`src/pkg/cc_consts.svh`:
```
// Offsets, field codes, reset values and limits of the converter register block.
`ifndef CC_CONSTS_SVH
`define CC_CONSTS_SVH
`define CC_ADDR_W 12
`define CC_OFF_CONFIG 12'h080
`define CC_OFF_MIX_POS 12'h084
`define CC_OFF_STEP 12'h088
`define CC_OFF_IRQ_EN 12'h0A0
`define CC_OFF_IRQ_MASKED 12'h0A4
`define CC_OFF_IRQ_RAW 12'h0A8
`define CC_OFF_IRQ_CLR 12'h0AC
`define CC_OFF_TUNE_A 12'h100
`define CC_OFF_TUNE_B 12'h500
`define CC_TUNE_SPAN 12'h080
`define CC_MAX_CARRIERS 30
`define CC_IRQ_W 3
`define CC_IRQ_EN_RESET 3'h7
`define CC_STD_LTE 4'h0
`define CC_STD_TDSCDMA 4'h1
`define CC_STD_WCDMA 4'h2
`define CC_BW_LTE_1M4 6'h01
`define CC_BW_LTE_3M 6'h03
`define CC_BW_LTE_5M 6'h05
`define CC_BW_LTE_10M 6'h0A
`define CC_BW_LTE_15M 6'h0F
`define CC_BW_LTE_20M 6'h14
`define CC_BW_TDS 6'h02
`define CC_BW_TDS_2X 6'h06
`define CC_BW_WCDMA 6'h04
`define CC_BW_WCDMA_2X 6'h08
`endif

```
`src/pkg/cc_pkg.sv`:
```
// Shared types of the converter register block.
`default_nettype none
`include "cc_consts.svh"
package cc_pkg;
  typedef logic [31:0] word_t;
  typedef logic [`CC_ADDR_W-1:0] addr_t;
  typedef logic [`CC_IRQ_W-1:0] irq_vec_t;
  typedef logic [4:0] carrier_idx_t;
endpackage : cc_pkg
`default_nettype wire

```
`src/design/converter_config_irq_regs.sv`:
```
// Configuration, interrupt and banked carrier tuning registers of the converter.
//
// Operation
// - Standard 0000 reports bandwidth codes 01,03,05,0A,0F,14; other pairings reserved.
// - Standard 0001 uses 02/06, 0010 uses 04/08; second codes downconverter only.
// - Carrier count sits in the low bits of the configuration word.
// - Configuration, mixing positions and carrier step are build-time constants.
// - Offset 0x084 reads the mixing positions count.
// - Tuning values lie in -mrm/2 .. mrm/2-1; phases in 0 .. mrm-1.
// - Offset 0x088 reads the carrier step in hertz.
// - Interrupt registers: bit 2 lost, bit 1 length, bit 0 missing.
// - Enable register at 0x0A0 gates each raw status onto its output.
// - Register-port reset sets every interrupt enable bit.
// - Offset 0x0A4 reads raw AND enable, equal to interrupt outputs.
// - Masked status clears on datapath reset; register-port reset makes it equal raw.
// - Offset 0x0A8 reads raw status; datapath reset clears it only.
// - Writing ones to 0x0AC clears those raw bits; zeros do nothing.
// - Tuning banks: carrier n at 0x100+4(n-1) and 0x500+4(n-1).
// - Each tuning register holds frequency as multiple of carrier step.
// - Writes to the active bank get a slave error.
// - Out-of-range tuning writes get a slave error and change nothing.
// - Accesses to carriers beyond the count get a slave error.
// - Shadow bank values reach the datapath only after a bank swap.
`timescale 1ns/10ps
`default_nettype none
`include "cc_consts.svh"

module converter_config_irq_regs
#(
  parameter int NUM_CARRIERS = 4,
  parameter logic [3:0] STANDARD = `CC_STD_LTE,
  parameter logic [5:0] BW_CODE = `CC_BW_LTE_5M,
  parameter bit IS_DOWNCONVERTER = 1'b0,
  parameter logic [1:0] DIGITAL_IF = 2'b00,
  parameter bit PROG_FREQ = 1'b1,
  parameter bit PROG_GAIN = 1'b0,
  parameter logic [31:0] MIX_POSITIONS = 32'h0000_1000,
  parameter logic [31:0] STEP_HZ = 32'h0000_3A98
)
(
  input wire logic clk_sys_in,
  input wire logic rst_in,
  input wire logic dp_rst_in,
  input wire cc_pkg::irq_vec_t evt_in,
  input wire logic bank_sel_in,
  input wire logic psel_in,
  input wire logic penable_in,
  input wire logic pwrite_in,
  input wire cc_pkg::addr_t paddr_in,
  input wire cc_pkg::word_t pwdata_in,
  output cc_pkg::word_t prdata_out,
  output logic pready_out,
  output logic pslverr_out,
  output cc_pkg::irq_vec_t irq_out,
  output logic [NUM_CARRIERS*32-1:0] tune_active_out
);
  import cc_pkg::*;

  ////////////////////////////////////////////////////////////////////////////
  // Build-time checks and constant words.

  localparam bit LTE_OK = (STANDARD == `CC_STD_LTE) &&
    (BW_CODE inside {`CC_BW_LTE_1M4, `CC_BW_LTE_3M, `CC_BW_LTE_5M,
                     `CC_BW_LTE_10M, `CC_BW_LTE_15M, `CC_BW_LTE_20M});
  localparam bit TDS_OK = (STANDARD == `CC_STD_TDSCDMA) &&
    ((BW_CODE == `CC_BW_TDS) || ((BW_CODE == `CC_BW_TDS_2X) && IS_DOWNCONVERTER));
  localparam bit WCDMA_OK = (STANDARD == `CC_STD_WCDMA) &&
    ((BW_CODE == `CC_BW_WCDMA) || ((BW_CODE == `CC_BW_WCDMA_2X) && IS_DOWNCONVERTER));

  if (!(LTE_OK || TDS_OK || WCDMA_OK))
  begin : g_bad_bandwidth
    $error("Reserved standard and bandwidth pairing.");
  end
  if (NUM_CARRIERS < 1 || NUM_CARRIERS > `CC_MAX_CARRIERS)
  begin : g_bad_count
    $error("Carrier count outside the supported range.");
  end

  // The words below never change while running.
  localparam word_t CONFIG_WORD = {4'h0, DIGITAL_IF, BW_CODE, STANDARD,
    IS_DOWNCONVERTER, PROG_GAIN, 1'b0, PROG_FREQ, 6'h00, 6'(NUM_CARRIERS)};
  localparam carrier_idx_t NC_IDX = 5'(NUM_CARRIERS);
  localparam bit TUNE_WRITABLE = PROG_FREQ && (NUM_CARRIERS > 1);

  ////////////////////////////////////////////////////////////////////////////
  // State.

  typedef struct packed {
    irq_vec_t en;
    logic rdy;
    logic err;
    word_t rdata;
    logic [NUM_CARRIERS-1:0][31:0] tune_a;
    logic [NUM_CARRIERS-1:0][31:0] tune_b;
    logic [NUM_CARRIERS-1:0][31:0] active;
  } regs_t;

  // Interrupt status answers to the datapath reset only, so it lives apart.
  typedef struct packed {
    irq_vec_t raw;
    irq_vec_t masked;
  } irq_state_t;

  regs_t cur_ff;
  regs_t nxt_cur;
  irq_state_t irq_ff;
  irq_state_t nxt_irq;
  irq_vec_t clr;

  ////////////////////////////////////////////////////////////////////////////
  // Helpers.

  function automatic logic in_window(input addr_t a, input addr_t base);
    return (a >= base) && (a < addr_t'(base + `CC_TUNE_SPAN));
  endfunction : in_window

  // Signed tuning value against the half-range of the mixing positions.
  function automatic logic tune_legal(input word_t v);
    logic signed [33:0] sv;
    logic signed [33:0] half;
    sv = 34'(signed'(v));
    half = signed'(34'(MIX_POSITIONS >> 1));
    return (sv >= -half) && (sv < half);
  endfunction : tune_legal

  ////////////////////////////////////////////////////////////////////////////
  // Address decode.

  logic take;
  logic is_a;
  logic is_b;
  logic is_tune;
  carrier_idx_t idx;
  logic idx_ok;
  logic hits_active;
  logic val_ok;
  irq_vec_t wdata_irq;

  assign take = psel_in && penable_in && !cur_ff.rdy;
  assign is_a = in_window(paddr_in, `CC_OFF_TUNE_A);
  assign is_b = in_window(paddr_in, `CC_OFF_TUNE_B);
  assign is_tune = is_a || is_b;
  assign idx = paddr_in[6:2];
  assign idx_ok = idx < NC_IDX;
  assign hits_active = is_a ? !bank_sel_in : bank_sel_in;
  assign val_ok = tune_legal(pwdata_in);
  assign wdata_irq = pwdata_in[2:0];

  ////////////////////////////////////////////////////////////////////////////
  // Register access and datapath view.

  always_comb
  begin
    nxt_cur = cur_ff;
    nxt_cur.rdy = 1'b0;
    nxt_cur.err = 1'b0;
    clr = '0;
    for (int i = 0; i < NUM_CARRIERS; i++)
    begin
      nxt_cur.active[i] = bank_sel_in ? cur_ff.tune_b[i] : cur_ff.tune_a[i];
    end
    if (take)
    begin
      nxt_cur.rdy = 1'b1;
      nxt_cur.rdata = '0;
      if (is_tune)
      begin
        if (!idx_ok)
        begin
          nxt_cur.err = 1'b1;
        end
        else if (!pwrite_in)
        begin
          nxt_cur.rdata = is_a ? cur_ff.tune_a[idx] : cur_ff.tune_b[idx];
        end
        else if (hits_active || !TUNE_WRITABLE)
        begin
          nxt_cur.err = 1'b1;
        end
        else if (!val_ok)
        begin
          nxt_cur.err = 1'b1;
        end
        else if (is_a)
        begin
          nxt_cur.tune_a[idx] = pwdata_in;
        end
        else
        begin
          nxt_cur.tune_b[idx] = pwdata_in;
        end
      end
      else
      begin
        case (paddr_in)
          `CC_OFF_CONFIG:
          begin
            nxt_cur.err = pwrite_in;
            nxt_cur.rdata = CONFIG_WORD;
          end
          `CC_OFF_MIX_POS:
          begin
            nxt_cur.err = pwrite_in;
            nxt_cur.rdata = MIX_POSITIONS;
          end
          `CC_OFF_STEP:
          begin
            nxt_cur.err = pwrite_in;
            nxt_cur.rdata = STEP_HZ;
          end
          `CC_OFF_IRQ_EN:
          begin
            if (pwrite_in)
            begin
              nxt_cur.en = wdata_irq;
            end
            nxt_cur.rdata = {29'h0, cur_ff.en};
          end
          `CC_OFF_IRQ_MASKED:
          begin
            nxt_cur.err = pwrite_in;
            nxt_cur.rdata = {29'h0, irq_ff.masked};
          end
          `CC_OFF_IRQ_RAW:
          begin
            nxt_cur.err = pwrite_in;
            nxt_cur.rdata = {29'h0, irq_ff.raw};
          end
          `CC_OFF_IRQ_CLR:
          begin
            if (pwrite_in)
            begin
              clr = wdata_irq;
            end
          end
          default:
          begin
            nxt_cur.err = 1'b1;
          end
        endcase
      end
    end
  end

  always_ff @(posedge clk_sys_in or posedge rst_in)
  begin
    if (rst_in)
    begin
      cur_ff <= '0;
      cur_ff.en <= `CC_IRQ_EN_RESET;
    end
    else
    begin
      cur_ff <= nxt_cur;
    end
  end

  ////////////////////////////////////////////////////////////////////////////
  // Interrupt status.

  // An event in the same cycle as a clear keeps its bit set.
  always_comb
  begin
    nxt_irq = irq_ff;
    if (dp_rst_in)
    begin
      nxt_irq.raw = '0;
    end
    else
    begin
      nxt_irq.raw = (irq_ff.raw & ~clr) | evt_in;
    end
    nxt_irq.masked = nxt_irq.raw & nxt_cur.en;
  end

  // No register-port reset here; the datapath reset clears the status.
  always_ff @(posedge clk_sys_in)
  begin
    irq_ff <= nxt_irq;
  end

  assign prdata_out = cur_ff.rdata;
  assign pready_out = cur_ff.rdy;
  assign pslverr_out = cur_ff.err;
  assign irq_out = irq_ff.masked;
  assign tune_active_out = cur_ff.active;
endmodule : converter_config_irq_regs
`default_nettype wire

```
`config.mk`:
```
export PLATFORM = sky130hd
export DESIGN_NAME = converter_config_irq_regs
export DESIGN_NICKNAME = d
export VERILOG_FILES = /design/src/pkg/cc_pkg.sv /design/src/design/converter_config_irq_regs.sv
export VERILOG_INCLUDE_DIRS = /design/src /design/src/pkg
export SDC_FILE = /design/constraint.sdc
export NUM_CORES = 1
export LEC_CHECK = 0
export ABC_AREA = 1
export BUFFER_PORTS_ARGS = -buffer_cell sky130_fd_sc_hd__buf_2
export CORE_MARGIN = 1.5
export CORE_UTILIZATION = 40
export DETAILED_ROUTE_END_ITERATION = 10
export HOLD_SLACK_MARGIN = 0.03
export MAX_ROUTING_LAYER = met4
export SLEW_MARGIN = 10
export SYNTH_ARGS = -nofsm -noshare
export SYNTH_HDL_FRONTEND = slang
export SYNTH_SLANG_ARGS = --single-unit
```
`constraint.sdc`:
```
create_clock -name clk_sys_in -period 29.5 [get_ports clk_sys_in]
set_input_delay 5.9 -clock clk_sys_in [delete_from_list [all_inputs] [get_ports clk_sys_in]]
set_output_delay 5.9 -clock clk_sys_in [all_outputs]
set_load 0.05 [all_outputs]
```
==> Yosys cells after proc, flatten, opt, wreduce, memory -nomap -nowiden <==
Index checks and enable logic that the tools add are counted.
Widths: inputs -> output; s select.
{ "word_totals": {"output_inout_bits": 165, "wordCells": 91, "inputBits": 54, "regBits": 427} }
{ "classes": {"mux": 38, "magnitude_cmp": 9, "n_bitwise": 6, "n_reduce_logical": 13, "n_eq_ne": 7} }
{ "ops": {"columns": ["op", "count"], "rows": [
  ["$mux 256", 4],
  ["$mux 293", 1],
  ["$mux 288", 1],
  ["$mux 32", 9],
  ["$bwmux 128", 2],
  ["$mux 128", 2],
  ["$pmux 23 s6", 1],
  ["$bmux 32 s2", 2],
  ["$eq 12x8->1 const B", 7],
  ["$demux 32 s2", 1],
  ["$mux 33", 1],
  ["$ge 32x12->1 const B", 1],
  ["$lt 32x13->1 const B", 1],
  ["$mux 3", 8],
  ["$reduce_and 7->1", 2],
  ["$ge 12x11->1 const B", 1],
  ["$ge 12x9->1 const B", 1],
  ["$lt 12x11->1 const B", 1],
  ["$lt 12x9->1 const B", 1],
  ["$lt 5x3->1 const B", 2],
  ["$and 3x3->3", 2],
  ["$logic_and 1x1->1", 6],
  ["$ge 5x1->1 const B", 1],
  ["$mux 1", 5],
  ["8 further kinds", 10]
]} }

==> Depth between registers and ports, before layout <==
Gate-level depths: netlist (run 1).
{ "logic_depth": {"ltp_word": 13, "ltp_mapped": 12, "mapped_depth_nobuf": 11} }

==> Least setup slack after synthesis (run 1) <==
Ideal clock, no wire load.
{ "synth_timing": {"path_type": "input to register", "from": "in bank_sel_in", "to": "reg (tool-made name)", "t_required_ps": 29383, "path_stages": 11, "setup_slack_ps": 21193, "setup_time_ps": 117, "t_arrival_ps": 8190, "n_path_buf": 4, "cell_sequence": "clkbuf_1 > inv_1 > clkbuf_1 > clkbuf_1 > ha_1 > or2_1 > nor3_4 > nand4_4 > clkbuf_1 > nand2_1 > nand2_1"} }
{ "synth_rtl": {"columns": ["item", "line", "text"], "rows": [
  ["start, declared", "converter_config_irq_regs.sv:45", "input wire logic bank_sel_in,"]
]} }

==> implementation parameters, run 1 <==
Parameter                              Value

Logic synthesis
  Most frequent cell after synthesis ... nand2_1
  Combined area of all synthesized cells ... 19,700 um^2
  Synth area leaders ... dfrtp_1 (53%), nand2_1 (21%), buf_4 (6.2%), o21ai_0 (3.9%), inv_1 (2.7%)
  Primary FF master, synth ... dfrtp_1
  Sequential element share of the synthesized area ... 0.540
  Share of synthesized registers carrying an async set or reset ... 0.986
  List of most frequent post-synthesis cells ... nand2_1 (1,119), dfrtp_1 (418), buf_4 (163)
  Number of enable flip-flop cells after synthesis ... 0
  Total nets after synthesis ... 2,476
  FF+latch count, synth ... 427
  Count of synthesis-stage warnings from yosys ... 0
  Gate count of the mapped netlist ... 2,421
  Synth area leader ... dfrtp_1
  Synthesized area per cell ... 8.16 um^2
  Proportion of netlist area held by the largest area contributor ... 0.530
  Cell variety after synth ... 38

Route
  Count of vias placed by the detailed router ... 16,000
  Number of vias per cell after detailed routing ... 5.13
  Detailed-route wire length per cell ... 20.0 um
  Final antenna-violating net count ... 0
  Count of TritonRoute iterations in the first routing pass ... 5
  Violation count after the first detailed-route iteration ... 1,725
  Met2 layer wire length in the routed design ... 28.0 mm
  Highest metal layer with signal wires ... met4
  Sum of routed wire length over all layers ... 62.0 mm
  DRC violations left ... 0
  Met1 WL ... 27.1 mm
  Met3 routed WL ... 4.99 mm

CTS
  Maximum count of clock buffers along a single path ... 3
  Number of gates resized after CTS ... 0
  CTS clk-pin slew, worst paths ... 0.06 ns
  Number of buffers created by CTS ... 47
  Number of buffers inserted for hold repair after clock tree synthesis ... 0
  Worst-skew pair later-pin latency ... 0.59 ns
  Level count of the clock H-tree ... 2
  Root Driver ... clkbuf_16
  CTS tree ... built
  Number of post-CTS setup repair buffers ... 0
  Sinks on Clock Net ... 427

STA
  Slew Viols, Final ... 0
  Period minus WS final ... 9.36 ns
  Unrepaired setup endpoints after global routing ... no
  Number of hold-slack violations in the final timing report ... 0
  Maximum operating frequency ... 0.107 GHz
  Post-route fraction of the period consumed by the critical path ... 0.317
  Measured slew at the worst slew-check pin ... 1.26 ns
  Clock skew ... 0.0199 ns
  TNS Setup ... 0 ns
  Final setup violation count ... 0
  Worst slew margin relative to its limit ... 0.159

Die
  Ports ... 219
  Total core area ... 48,800 um^2
  Placement row count ... 81
  Initial Utilization ... 0.404
  Die boundary width ... 225 um
  Die outline height ... 225 um
  Area enclosed by the die boundary ... 50,700 um^2

Hold path
  Hold WC Path Type ... reg2reg

Setup path
  Most numerous cell on the critical path ... nand2_1
  Data required time of the worst path ... 30.02 ns
  Cell chain of the critical path ... buf_2 > buf_4 > inv_6 > ha_1 > or2_1 > nor3_4 > nand4_4 > clkinv_2 > nand2_1 > nand2_1
  Arr. time, crit path ... 9.87 ns
  Crit-path max cell delay ... 0.88 ns
  Critical path start-end classification ... in2reg
  Critical path endpoint category ... flop
  Maximum fanout along the worst path ... 90
  Sort of element at the start of the critical path ... input pin
  Highest-delay cell along the critical path ... clkinv_2

Cells and area
  Fraction of layout cells with a size suffix above 1 ... 0.144
  Final Instance Count excl. Fillers ... 3,107
  Post-layout nets ... 2,459
  Post-synthesis to final-layout area growth ... 9.21%

Global route
  Global-route wire length before repair ... 95.0 mm
  Via count of the first global-routing pass ... 15,700
  Antenna violations before repair ... 3
  Largest net degree at the start of global routing ... 180
  Congestion Overflow GR ... 0
  Overall Global Routing Usage ... 0.255

Place
  GP Congestion ... 0.866
  Number of cells in the design after placement ... 3,019
  Count of input and output buffers ... 218
  Sum of net half-perimeters after detailed placement ... 36.9 mm

Job
  Total of max-cap violations ... 0

Power
  Worst-case vdd ir drop ... 38.5 uV
  Leakage power ... 11.8 nW
  Cell area power density ... 59.9 nW/um^2

Run status
  Result of the run ... complete, no violations
cells in the final DEF (no fill, tap or decap), drive strengths merged, types with 43 or more instances in the layout:
cell type / netlist / routed
dfrtp: 418 / 418
nand2: 1121 / 1121
clkbuf: 72 / 62
o22ai: 56 / 56
nor2: 82 / 82
inv: 149 / 150
nand3: 43 / 43
buf: 224 / 230
o21ai: 167 / 167
metrics by stage:
| step | util | hold slack, ns | instance area, um^2 | setup WS [ns] | total power, mW |
|---|---|---|---|---|---|
| 2_1_floorplan | - | 0.449 | 19700 | 11.89 | 0.654 |
| 3_3_place_gp | 0.408 | 0.462 | 19900 | 19.73 | 0.673 |
| 3_5_place_dp | 0.408 | 0.463 | 19900 | 19.62 | 0.674 |
| 4_1_cts | 0.441 | 0.480 | 21600 | 20.22 | 1.30 |
| 5_1_grt | 0.441 | 0.495 | 21600 | 19.98 | 1.33 |
| 6_report | 0.441 | 0.476 | 21600 | 20.14 | 1.29 |
cell type report:
class	count	area, um^2
Clock inverter	24	293
Antenna cell	2	5.00
Clock buffer	62	1360
Inverter	153	592
Tap cell	664	831
Sequential cell	427	10700
Multi-Input combinational cell	1545	6640
Fill cell	4858	27300
Timing Repair Buffer	230	1190
critical path: cells and delay by family:
family / cells / cell delay (ns)
AND/OR/NAND/NOR: 5 / 1.70
adder cells (fa/ha/maj): 1 / 0.41
buffers and inverters: 4 / 1.81
metal layers:
metal	vias up	global-route usage
met5	-	-
met1	7772	0.352
met3	121	0.0375
met2	720	0.382
met4	0	0.0922
li1	7338	-
power breakdown:
| group | internal [mW] | switching [mW] | total, mW | leakage [nW] |
|---|---|---|---|---|
| Clock | 0.376 | 0.251 | 0.627 | 0.801 |
| Sequential | 0.588 | 0.00188 | 0.590 | 5.90 |
| Combinational | 0.0148 | 0.0586 | 0.0734 | 5.07 |
cell families after synthesis:
kind of cell / Yosys count / synth area share
simple gates: 1273 / 0.257
buf+inv: 449 / 0.125
flops: 427 / 0.540
compound gates: 271 / 0.0771
fa+ha+maj: 1 / 0.000634
path summary, 6_finish.rpt:
path	startpoint	to	slack [ns]	depth (start not counted)
min in group asynchronous	rst_in	tune_active_out[36]$_DFF_PP0_	5.44	2
min reg2reg	prdata_out[1]$_DFFE_PP0P_	prdata_out[1]$_DFFE_PP0P_	0.48	2
min	prdata_out[1]$_DFFE_PP0P_	prdata_out[1]$_DFFE_PP0P_	0.48	2
max in group asynchronous	rst_in	prdata_out[2]$_DFFE_PP0P_	21.76	4
max reg2reg	pready_out$_DFF_PP0_	flop	25.78	8
max	bank_sel_in	flop	20.14	10
Power figures use the tool's default switching activity.
==> run 2, diff against run 1 <==
==> constraint.sdc (replaced) <==
create_clock -name clk_sys_in -period 7.5 [get_ports clk_sys_in]
set_input_delay 1.5 -clock clk_sys_in [delete_from_list [all_inputs] [get_ports clk_sys_in]]
set_output_delay 1.5 -clock clk_sys_in [all_outputs]
set_load 0.05 [all_outputs]
==> implementation parameters, run 2 (synthesis gave the netlist of run 1 again) <==
Parameter                              Value

Run status
  Result of the run ... complete, no violations

Power
  Fraction of power consumed by sequential logic ... 0.476 (+0.019)
  Fraction of power spent switching nets ... 0.244 (+0.00254)
  Int Power ... 3.69 mW (+280%)
  Part of the power in combinational logic ... 0.059 (+0.002)
  Total chip power ... 4.88 mW (+280%)
  Clock network power share ... 0.465 (-0.021)
  Cell area power density ... 228 nW/um^2 (+280%)
  Switching power ... 1.19 mW (+280%)
  Worst-case vdd ir drop ... 149 uV (+290%)
  Leakage power ... 11.7 nW (-0.57%)

Cells and area
  Highest-count cells in the layout ignoring fill and taps ... nand2_1 (1,116), dfrtp_1 (418), buf_2 (218)
  Post-layout nets ... 2,459 (unchanged)
  Antenna Diode Count ... 0 (-2)
  Area of the multi-input gates ... 6640 um^2 (unchanged)
  Fraction of layout cells with a size suffix above 1 ... 0.141 (-0.00310)
  FILL cells ... 4,874 (+0.33%)
  FF+latch area ... 10,700 um^2 (unchanged)
  Most common cell after layout, fill and taps aside ... nand2_1
  Post-synthesis to final-layout area growth ... 8.48%

Setup path
  Sort of element at the start of the critical path ... input pin
  Critical path start-end classification ... in2reg
  Arr. time, crit path ... 5.11 ns (-4.76 ns)
  Data required time of the worst path ... 8.02 ns (-22.00 ns)
  Critical path endpoint category ... flop
  Maximum fanout along the worst path ... 37 (-59%)

Die
  Placement row count ... 81 (unchanged)
  Ports ... 219 (unchanged)
  Area enclosed by the die boundary ... 50,700 um^2 (unchanged)
  Initial Utilization ... 0.404 (unchanged)
  Die boundary width ... 225 um (unchanged)
  Die outline height ... 225 um (unchanged)
  Total core area ... 48,800 um^2 (unchanged)

CTS
  Number of buffers created by CTS ... 46 (-2.1%)
  Number of gates resized after CTS ... 0 (unchanged)
  CTS clk-pin slew, worst paths ... 0.06 ns (about the same)
  CTS tree ... built
  Sinks on Clock Net ... 427 (unchanged)
  Root Driver ... clkbuf_16
  Number of post-CTS setup repair buffers ... 0 (unchanged)
  Number of buffers inserted for hold repair after clock tree synthesis ... 0 (unchanged)
  Level count of the clock H-tree ... 2 (unchanged)
  Maximum count of clock buffers along a single path ... 3 (unchanged)
  Worst-skew pair later-pin latency ... 0.58 ns (about the same)

STA
  Post-route fraction of the period consumed by the critical path ... 0.612
  TNS Setup ... 0 ns (unchanged)
  Unrepaired setup endpoints after global routing ... no
  Number of hold-slack violations in the final timing report ... 0 (unchanged)
  Period minus WS final ... 4.59 ns
  Maximum operating frequency ... 0.218 GHz
  Slew Viols, Final ... 0 (unchanged)
  Final setup violation count ... 0 (unchanged)
  Clock skew ... 0.0119 ns (-0.00798 ns)
  Measured slew at the worst slew-check pin ... 1.28 ns (+0.0165 ns)
  Worst slew margin relative to its limit ... 0.146 (-0.0130)

Hold path
  Hold WC Path Type ... reg2reg

Place
  Count of input and output buffers ... 218 (unchanged)
  Sum of net half-perimeters after detailed placement ... 37.0 mm (+0.18%)
  GP Congestion ... 0.863 (-0.28%)

Global route
  Via count of the first global-routing pass ... 15,200 (-2.7%)
  Met3 track demand over resource ... 0.0502 (+0.0126)
  Global-route met1 utilization ... 0.335 (-0.0177)
  Overall Global Routing Usage ... 0.248 (-0.00722)
  Global routing's busiest layer ... met2
  Global-route wire length before repair ... 92.3 mm (-2.9%)
  Largest net degree at the start of global routing ... 138 (-23%)
  Met2 demand-to-capacity share in global routing ... 0.374 (-0.00836)
  Congestion Overflow GR ... 0 (unchanged)
  Antenna violations before repair ... 0 (-3)

Route
  Number of vias per cell after detailed routing ... 5.11 (-0.39%)
  Count of TritonRoute iterations in the first routing pass ... 5 (unchanged)
  DRC violations left ... 0 (unchanged)
  Final antenna-violating net count ... 0 (unchanged)
  Sum of routed wire length over all layers ... 60.8 mm (-1.9%)
  Violation count after the first detailed-route iteration ... 1,652 (-4.2%)
  Count of vias placed by the detailed router ... 15,900 (-0.55%)
  Detailed-route wire length per cell ... 19.6 um (-1.8%)

Job
  Total of max-cap violations ... 0 (unchanged)
## run 2: cell count changes in the layout (fill, tap and decap cells not counted), moves of 2 or more
| cell | before | now |
|---|---|---|
| diode_2 | 2 | 0 |
| clkbuf_1 | 5 | 10 |
| bufinv_16 | 6 | 2 |
| clkbuf_8 | 8 | 6 |
| clkinvlp_4 | 6 | 3 |
## run 2: stage by stage
| stage | hold WS (ns) | area [um^2] | setup slack, ns | util | std cells |
|---|---|---|---|---|---|
| after CTS | 0.480 | 21400 | 2.99 | 0.439 | 3102 |
| after floorplan | 0.449 | 19800 | 0.323 | - | 2421 |
| final | 0.476 | 21400 | 2.91 | 0.439 | 3102 |
| after global routing | 0.498 | 21400 | 2.77 | 0.439 | 3102 |
| after global placement | 0.461 | 19900 | 2.47 | 0.408 | 3020 |
| after detailed placement | 0.465 | 19900 | 2.40 | 0.408 | 3020 |
## run 2: routing by layer
metal | routed length [um] | part of all wire | vias up
met5 | 0 | 0 | -
met4 | 1900 | 0.031 | 0
met3 | 5060 | 0.083 | 127
met2 | 27300 | 0.45 | 719
met1 | 26500 | 0.44 | 7680
li1 | - | - | 7338
## run 2: area by class of cell
class | instances | share of cell area
Clock inverter | 17 | 0.00689
Clock buffer | 65 | 0.0628
Multi-Input combinational cell | 1545 | 0.310
Inverter | 153 | 0.0275
Tap cell | 664 | 0.0388
Sequential cell | 427 | 0.498
Timing Repair Buffer | 231 | 0.0567
## run 2: worst max-delay path, cell delays in order
cell	delay (ns)
buf_2	0.11
inv_2	0.05
nor2_2	0.04
nand3_2	0.07
buf_4	0.50
ha_1	0.35
or2_1	0.27
nor3_4	0.42
nand4_4	0.76
clkinv_2	0.79
nand2_1	0.12
nand2_1	0.10
## run 2: power by group through the flow
| stage | combinational (mW) | clock, mW | sequential [mW] |
|---|---|---|---|
| 2_1_floorplan | 0.206 | 0 | 2.37 |
| 5_1_grt | 0.315 | 2.41 | 2.32 |
| 3_3_place_gp | 0.284 | 0 | 2.36 |
| 3_5_place_dp | 0.287 | 0 | 2.36 |
| 6_report | 0.288 | 2.27 | 2.32 |
| 4_1_cts | 0.288 | 2.32 | 2.32 |
## run 2: final timing paths
path,startpoint,cells past startpoint,endpoint,slack [ns]
max,paddr_in[8],12,flop,2.91
min,flop,2,flop,0.48
max reg2reg,pready_out$_DFF_PP0_,7,flop,4.03
min reg2reg,flop,2,flop,0.48
max in group asynchronous,rst_in,3,tune_active_out[70]$_DFF_PP0_,5.05
min in group asynchronous,rst_in,2,tune_active_out[119]$_DFF_PP0_,1.01
==> run 3, diff against run 2 <==
--- a/config.mk
+++ b/config.mk
@@ -6,7 +6,7 @@
 export SDC_FILE = /design/constraint.sdc
 export NUM_CORES = 1
 export LEC_CHECK = 0
-export ABC_AREA = 1
+export ABC_AREA = 0
 export BUFFER_PORTS_ARGS = -buffer_cell sky130_fd_sc_hd__buf_2
 export CORE_MARGIN = 1.5
 export CORE_UTILIZATION = 40
==> constraint.sdc (replaced) <==
create_clock -name clk_sys_in -period 3.9 [get_ports clk_sys_in]
set_input_delay 0.78 -clock clk_sys_in [delete_from_list [all_inputs] [get_ports clk_sys_in]]
set_output_delay 0.78 -clock clk_sys_in [all_outputs]
set_load 0.05 [all_outputs]
==> implementation parameters, run 3 <==
Parameter                              Value

Logic synthesis
  FF+latch count, synth ... 427 (unchanged)
  Synth area leaders ... dfrtp_1 (55%), mux2_2 (13%), mux4_2 (7.6%), buf_4 (6.5%), a21o_1 (5.6%)
  Primary FF master, synth ... dfrtp_1
  Most frequent cell after synthesis ... dfrtp_1
  Synth area leader ... dfrtp_1
  Gate count of the mapped netlist ... 1,337 (-45%)
  Proportion of netlist area held by the largest area contributor ... 0.552 (+0.0223)
  Number of enable flip-flop cells after synthesis ... 0 (unchanged)
  Sequential element share of the synthesized area ... 0.562 (+0.0227)
  List of most frequent post-synthesis cells ... dfrtp_1 (418), mux2_2 (212), buf_4 (163)
  Count of synthesis-stage warnings from yosys ... 0 (unchanged)
  Combined area of all synthesized cells ... 18,900 um^2 (-4.0%)
  Total nets after synthesis ... 1,392 (-44%)
  Synthesized area per cell ... 14.2 um^2 (+74%)
  Cell variety after synth ... 43 (+13%)
  Share of synthesized registers carrying an async set or reset ... 0.986 (unchanged)

Power
  Total chip power ... 9.30 mW (+90%)
  Part of the power in combinational logic ... 0.047 (-0.012)
  Leakage power ... 12.1 nW (+3.1%)
  Clock network power share ... 0.472 (+0.007)
  Fraction of power consumed by sequential logic ... 0.481 (+0.005)
  Int Power ... 7.15 mW (+94%)
  Cell area power density ... 438 nW/um^2 (+92%)
  Fraction of power spent switching nets ... 0.231 (-0.0126)
  Worst-case vdd ir drop ... 300 uV (+100%)
  Switching power ... 2.15 mW (+81%)

CTS
  Number of post-CTS setup repair buffers ... 0 (unchanged)
  CTS clk-pin slew, worst paths ... 0.06 ns (about the same)
  Root Driver ... clkbuf_16
  CTS tree ... built
  Number of gates resized after CTS ... 0 (unchanged)
  Sinks on Clock Net ... 427 (unchanged)
  Maximum count of clock buffers along a single path ... 3 (unchanged)
  Level count of the clock H-tree ... 2 (unchanged)
  Number of buffers inserted for hold repair after clock tree synthesis ... 0 (unchanged)
  Worst-skew pair later-pin latency ... 0.59 ns (about the same)
  Number of buffers created by CTS ... 45 (-2.2%)

Die
  Die outline height ... 221 um (-2.0%)
  Die boundary width ... 221 um (-2.0%)
  Total core area ... 46,700 um^2 (-4.5%)
  Initial Utilization ... 0.406 (+0.00193)
  Placement row count ... 79 (-2.5%)
  Ports ... 219 (unchanged)
  Area enclosed by the die boundary ... 48,700 um^2 (-4.0%)

Global route
  Overall Global Routing Usage ... 0.211 (-0.0369)
  Congestion Overflow GR ... 0 (unchanged)
  Antenna violations before repair ... 0 (unchanged)
  Largest net degree at the start of global routing ... 129 (-6.5%)
  Met2 demand-to-capacity share in global routing ... 0.318 (-0.0560)
  Via count of the first global-routing pass ... 11,400 (-25%)
  Global-route met1 utilization ... 0.288 (-0.0466)
  Met3 track demand over resource ... 0.0451 (-0.00511)
  Global-route wire length before repair ... 73.7 mm (-20%)
  Global routing's busiest layer ... met2

STA
  Unrepaired setup endpoints after global routing ... no
  Worst slew margin relative to its limit ... 0.343 (+0.197)
  Final setup violation count ... 0 (unchanged)
  Slew Viols, Final ... 0 (unchanged)
  TNS Setup ... 0 ns (unchanged)
  Maximum operating frequency ... 0.336 GHz
  Min setup slack post-route ... 0.926 ns (-1.98 ns)
  Measured slew at the worst slew-check pin ... 0.975 ns (-0.303 ns)
  Clock skew ... 0.0384 ns (+0.0266 ns)
  Period minus WS final ... 2.97 ns
  Worst hold margin ... 0.322 ns (-0.154 ns)
  Number of hold-slack violations in the final timing report ... 0 (unchanged)
  Post-route fraction of the period consumed by the critical path ... 0.763

Place
  GP Congestion ... 0.808 (-6.4%)
  Place WS ... 0.423 ns (-1.98 ns)
  Number of cells in the design after placement ... 1,958 (-35%)
  Sum of net half-perimeters after detailed placement ... 31.4 mm (-15%)
  Count of input and output buffers ... 218 (unchanged)
  Placed cell areas ... 19,700 um^2 (-1.2%)

Cells and area
  Highest-count cells in the layout ignoring fill and taps ... dfrtp_1 (418), buf_2 (215), mux2_2 (212)
  Post-synthesis to final-layout area growth ... 12.0%
  Post-layout nets ... 1,453 (-41%)
  Final core utilization ... 0.455 (+0.0163)
  Most common cell after layout, fill and taps aside ... dfrtp_1
  Final Instance Count excl. Fillers ... 2,041 (-34%)
  Antenna Diode Count ... 0 (unchanged)
  Fraction of layout cells with a size suffix above 1 ... 0.475 (+0.334)
  Area of all placed cells without fillers ... 21,200 um^2 (-0.95%)

Route
  Violation count after the first detailed-route iteration ... 887 (-46%)
  DRC violations left ... 22 (+22)
  Count of TritonRoute iterations in the first routing pass ... 8 (+3)
  Final antenna-violating net count ... 0 (unchanged)
  Number of vias per cell after detailed routing ... 5.29 (+3.4%)
  Detailed-route wire length per cell ... 23.8 um (+21%)
  Sum of routed wire length over all layers ... 48.6 mm (-20%)
  Count of vias placed by the detailed router ... 10,800 (-32%)

Setup path
  Arr. time, crit path ... 3.43 ns (-1.68 ns)
  Sort of element at the start of the critical path ... flop
  Data required time of the worst path ... 4.35 ns (-3.67 ns)
  Critical path endpoint category ... flop
  Launch point of the worst reg-to-reg path ... pready_out$_DFF_PP0_
  CP Launch Point ... pready_out$_DFF_PP0_
  R2R setup slack ... 0.93 ns (-3.10 ns)
  Maximum fanout along the worst path ... 14 (-62%)
  Critical path start-end classification ... reg2reg
  Register-to-Register Path Depth ... 6 (-1)

Run status
  Violated checks ... DRC
  Result of the run ... complete, but fails checks

Job
  Total of max-cap violations ... 0 (unchanged)

Hold path
  Hold WC Path Type ... in2async
-- run 3: worst min-delay path by stage --
stage,from,endpoint,slack [ns],cells past startpoint
after floorplan,prdata_out[10]$_DFFE_PP0P_,prdata_out[10]$_DFFE_PP0P_,0.45,2
after global placement,prdata_out[5]$_DFFE_PP0P_,prdata_out[5]$_DFFE_PP0P_,0.47,2
final,rst_in,asynchronous set/reset pin,0.32,2
after CTS,rst_in,asynchronous set/reset pin,0.33,2
after detailed placement,prdata_out[14]$_DFFE_PP0P_,prdata_out[14]$_DFFE_PP0P_,0.47,2
after global routing,rst_in,asynchronous set/reset pin,0.36,2
-- run 3: layout make-up --
| class | count | area, um^2 |
|---|---|---|
| Inverter | 10 | 41.3 |
| Timing Repair Buffer | 268 | 1590 |
| Clock inverter | 21 | 203 |
| Multi-Input combinational cell | 646 | 6650 |
| Tap cell | 607 | 759 |
| Sequential cell | 427 | 10700 |
| Clock buffer | 62 | 1320 |
| Fill cell | 4185 | 25400 |
-- run 3: power by group through the flow --
stage | clock network [mW] | registers [mW] | logic, mW
2_1_floorplan | 0 | 4.55 | 0.304
3_3_place_gp | 0 | 4.55 | 0.442
3_5_place_dp | 0 | 4.55 | 0.447
4_1_cts | 4.50 | 4.47 | 0.447
5_1_grt | 4.67 | 4.47 | 0.476
6_report | 4.39 | 4.47 | 0.437
-- run 3: metal layers --
layer | share of wire | vias up
li1 | - | 4734
met1 | 0.45 | 5674
met2 | 0.47 | 317
met3 | 0.058 | 67
met4 | 0.025 | 0
met5 | 0 | -
-- run 3: cell families (layout without fill, tap and decap cells) --
kind of cell | Yosys count | count (layout) | synth area share
fa+ha+maj | 1 | 1 | 0.000660
compound gates | 202 | 202 | 0.0759
flops | 427 | 427 | 0.562
buf+inv | 264 | 361 | 0.0897
simple gates | 109 | 109 | 0.0296
mux | 334 | 334 | 0.242
-- run 3: worst max-delay path: stages, from the launching register on --
cell      delay, ns
dfrtp_1        0.38
nand3b_1       0.26
inv_1          0.42
nand4_1        0.43
or3_2          0.85
buf_4          0.32
a21o_1         0.19
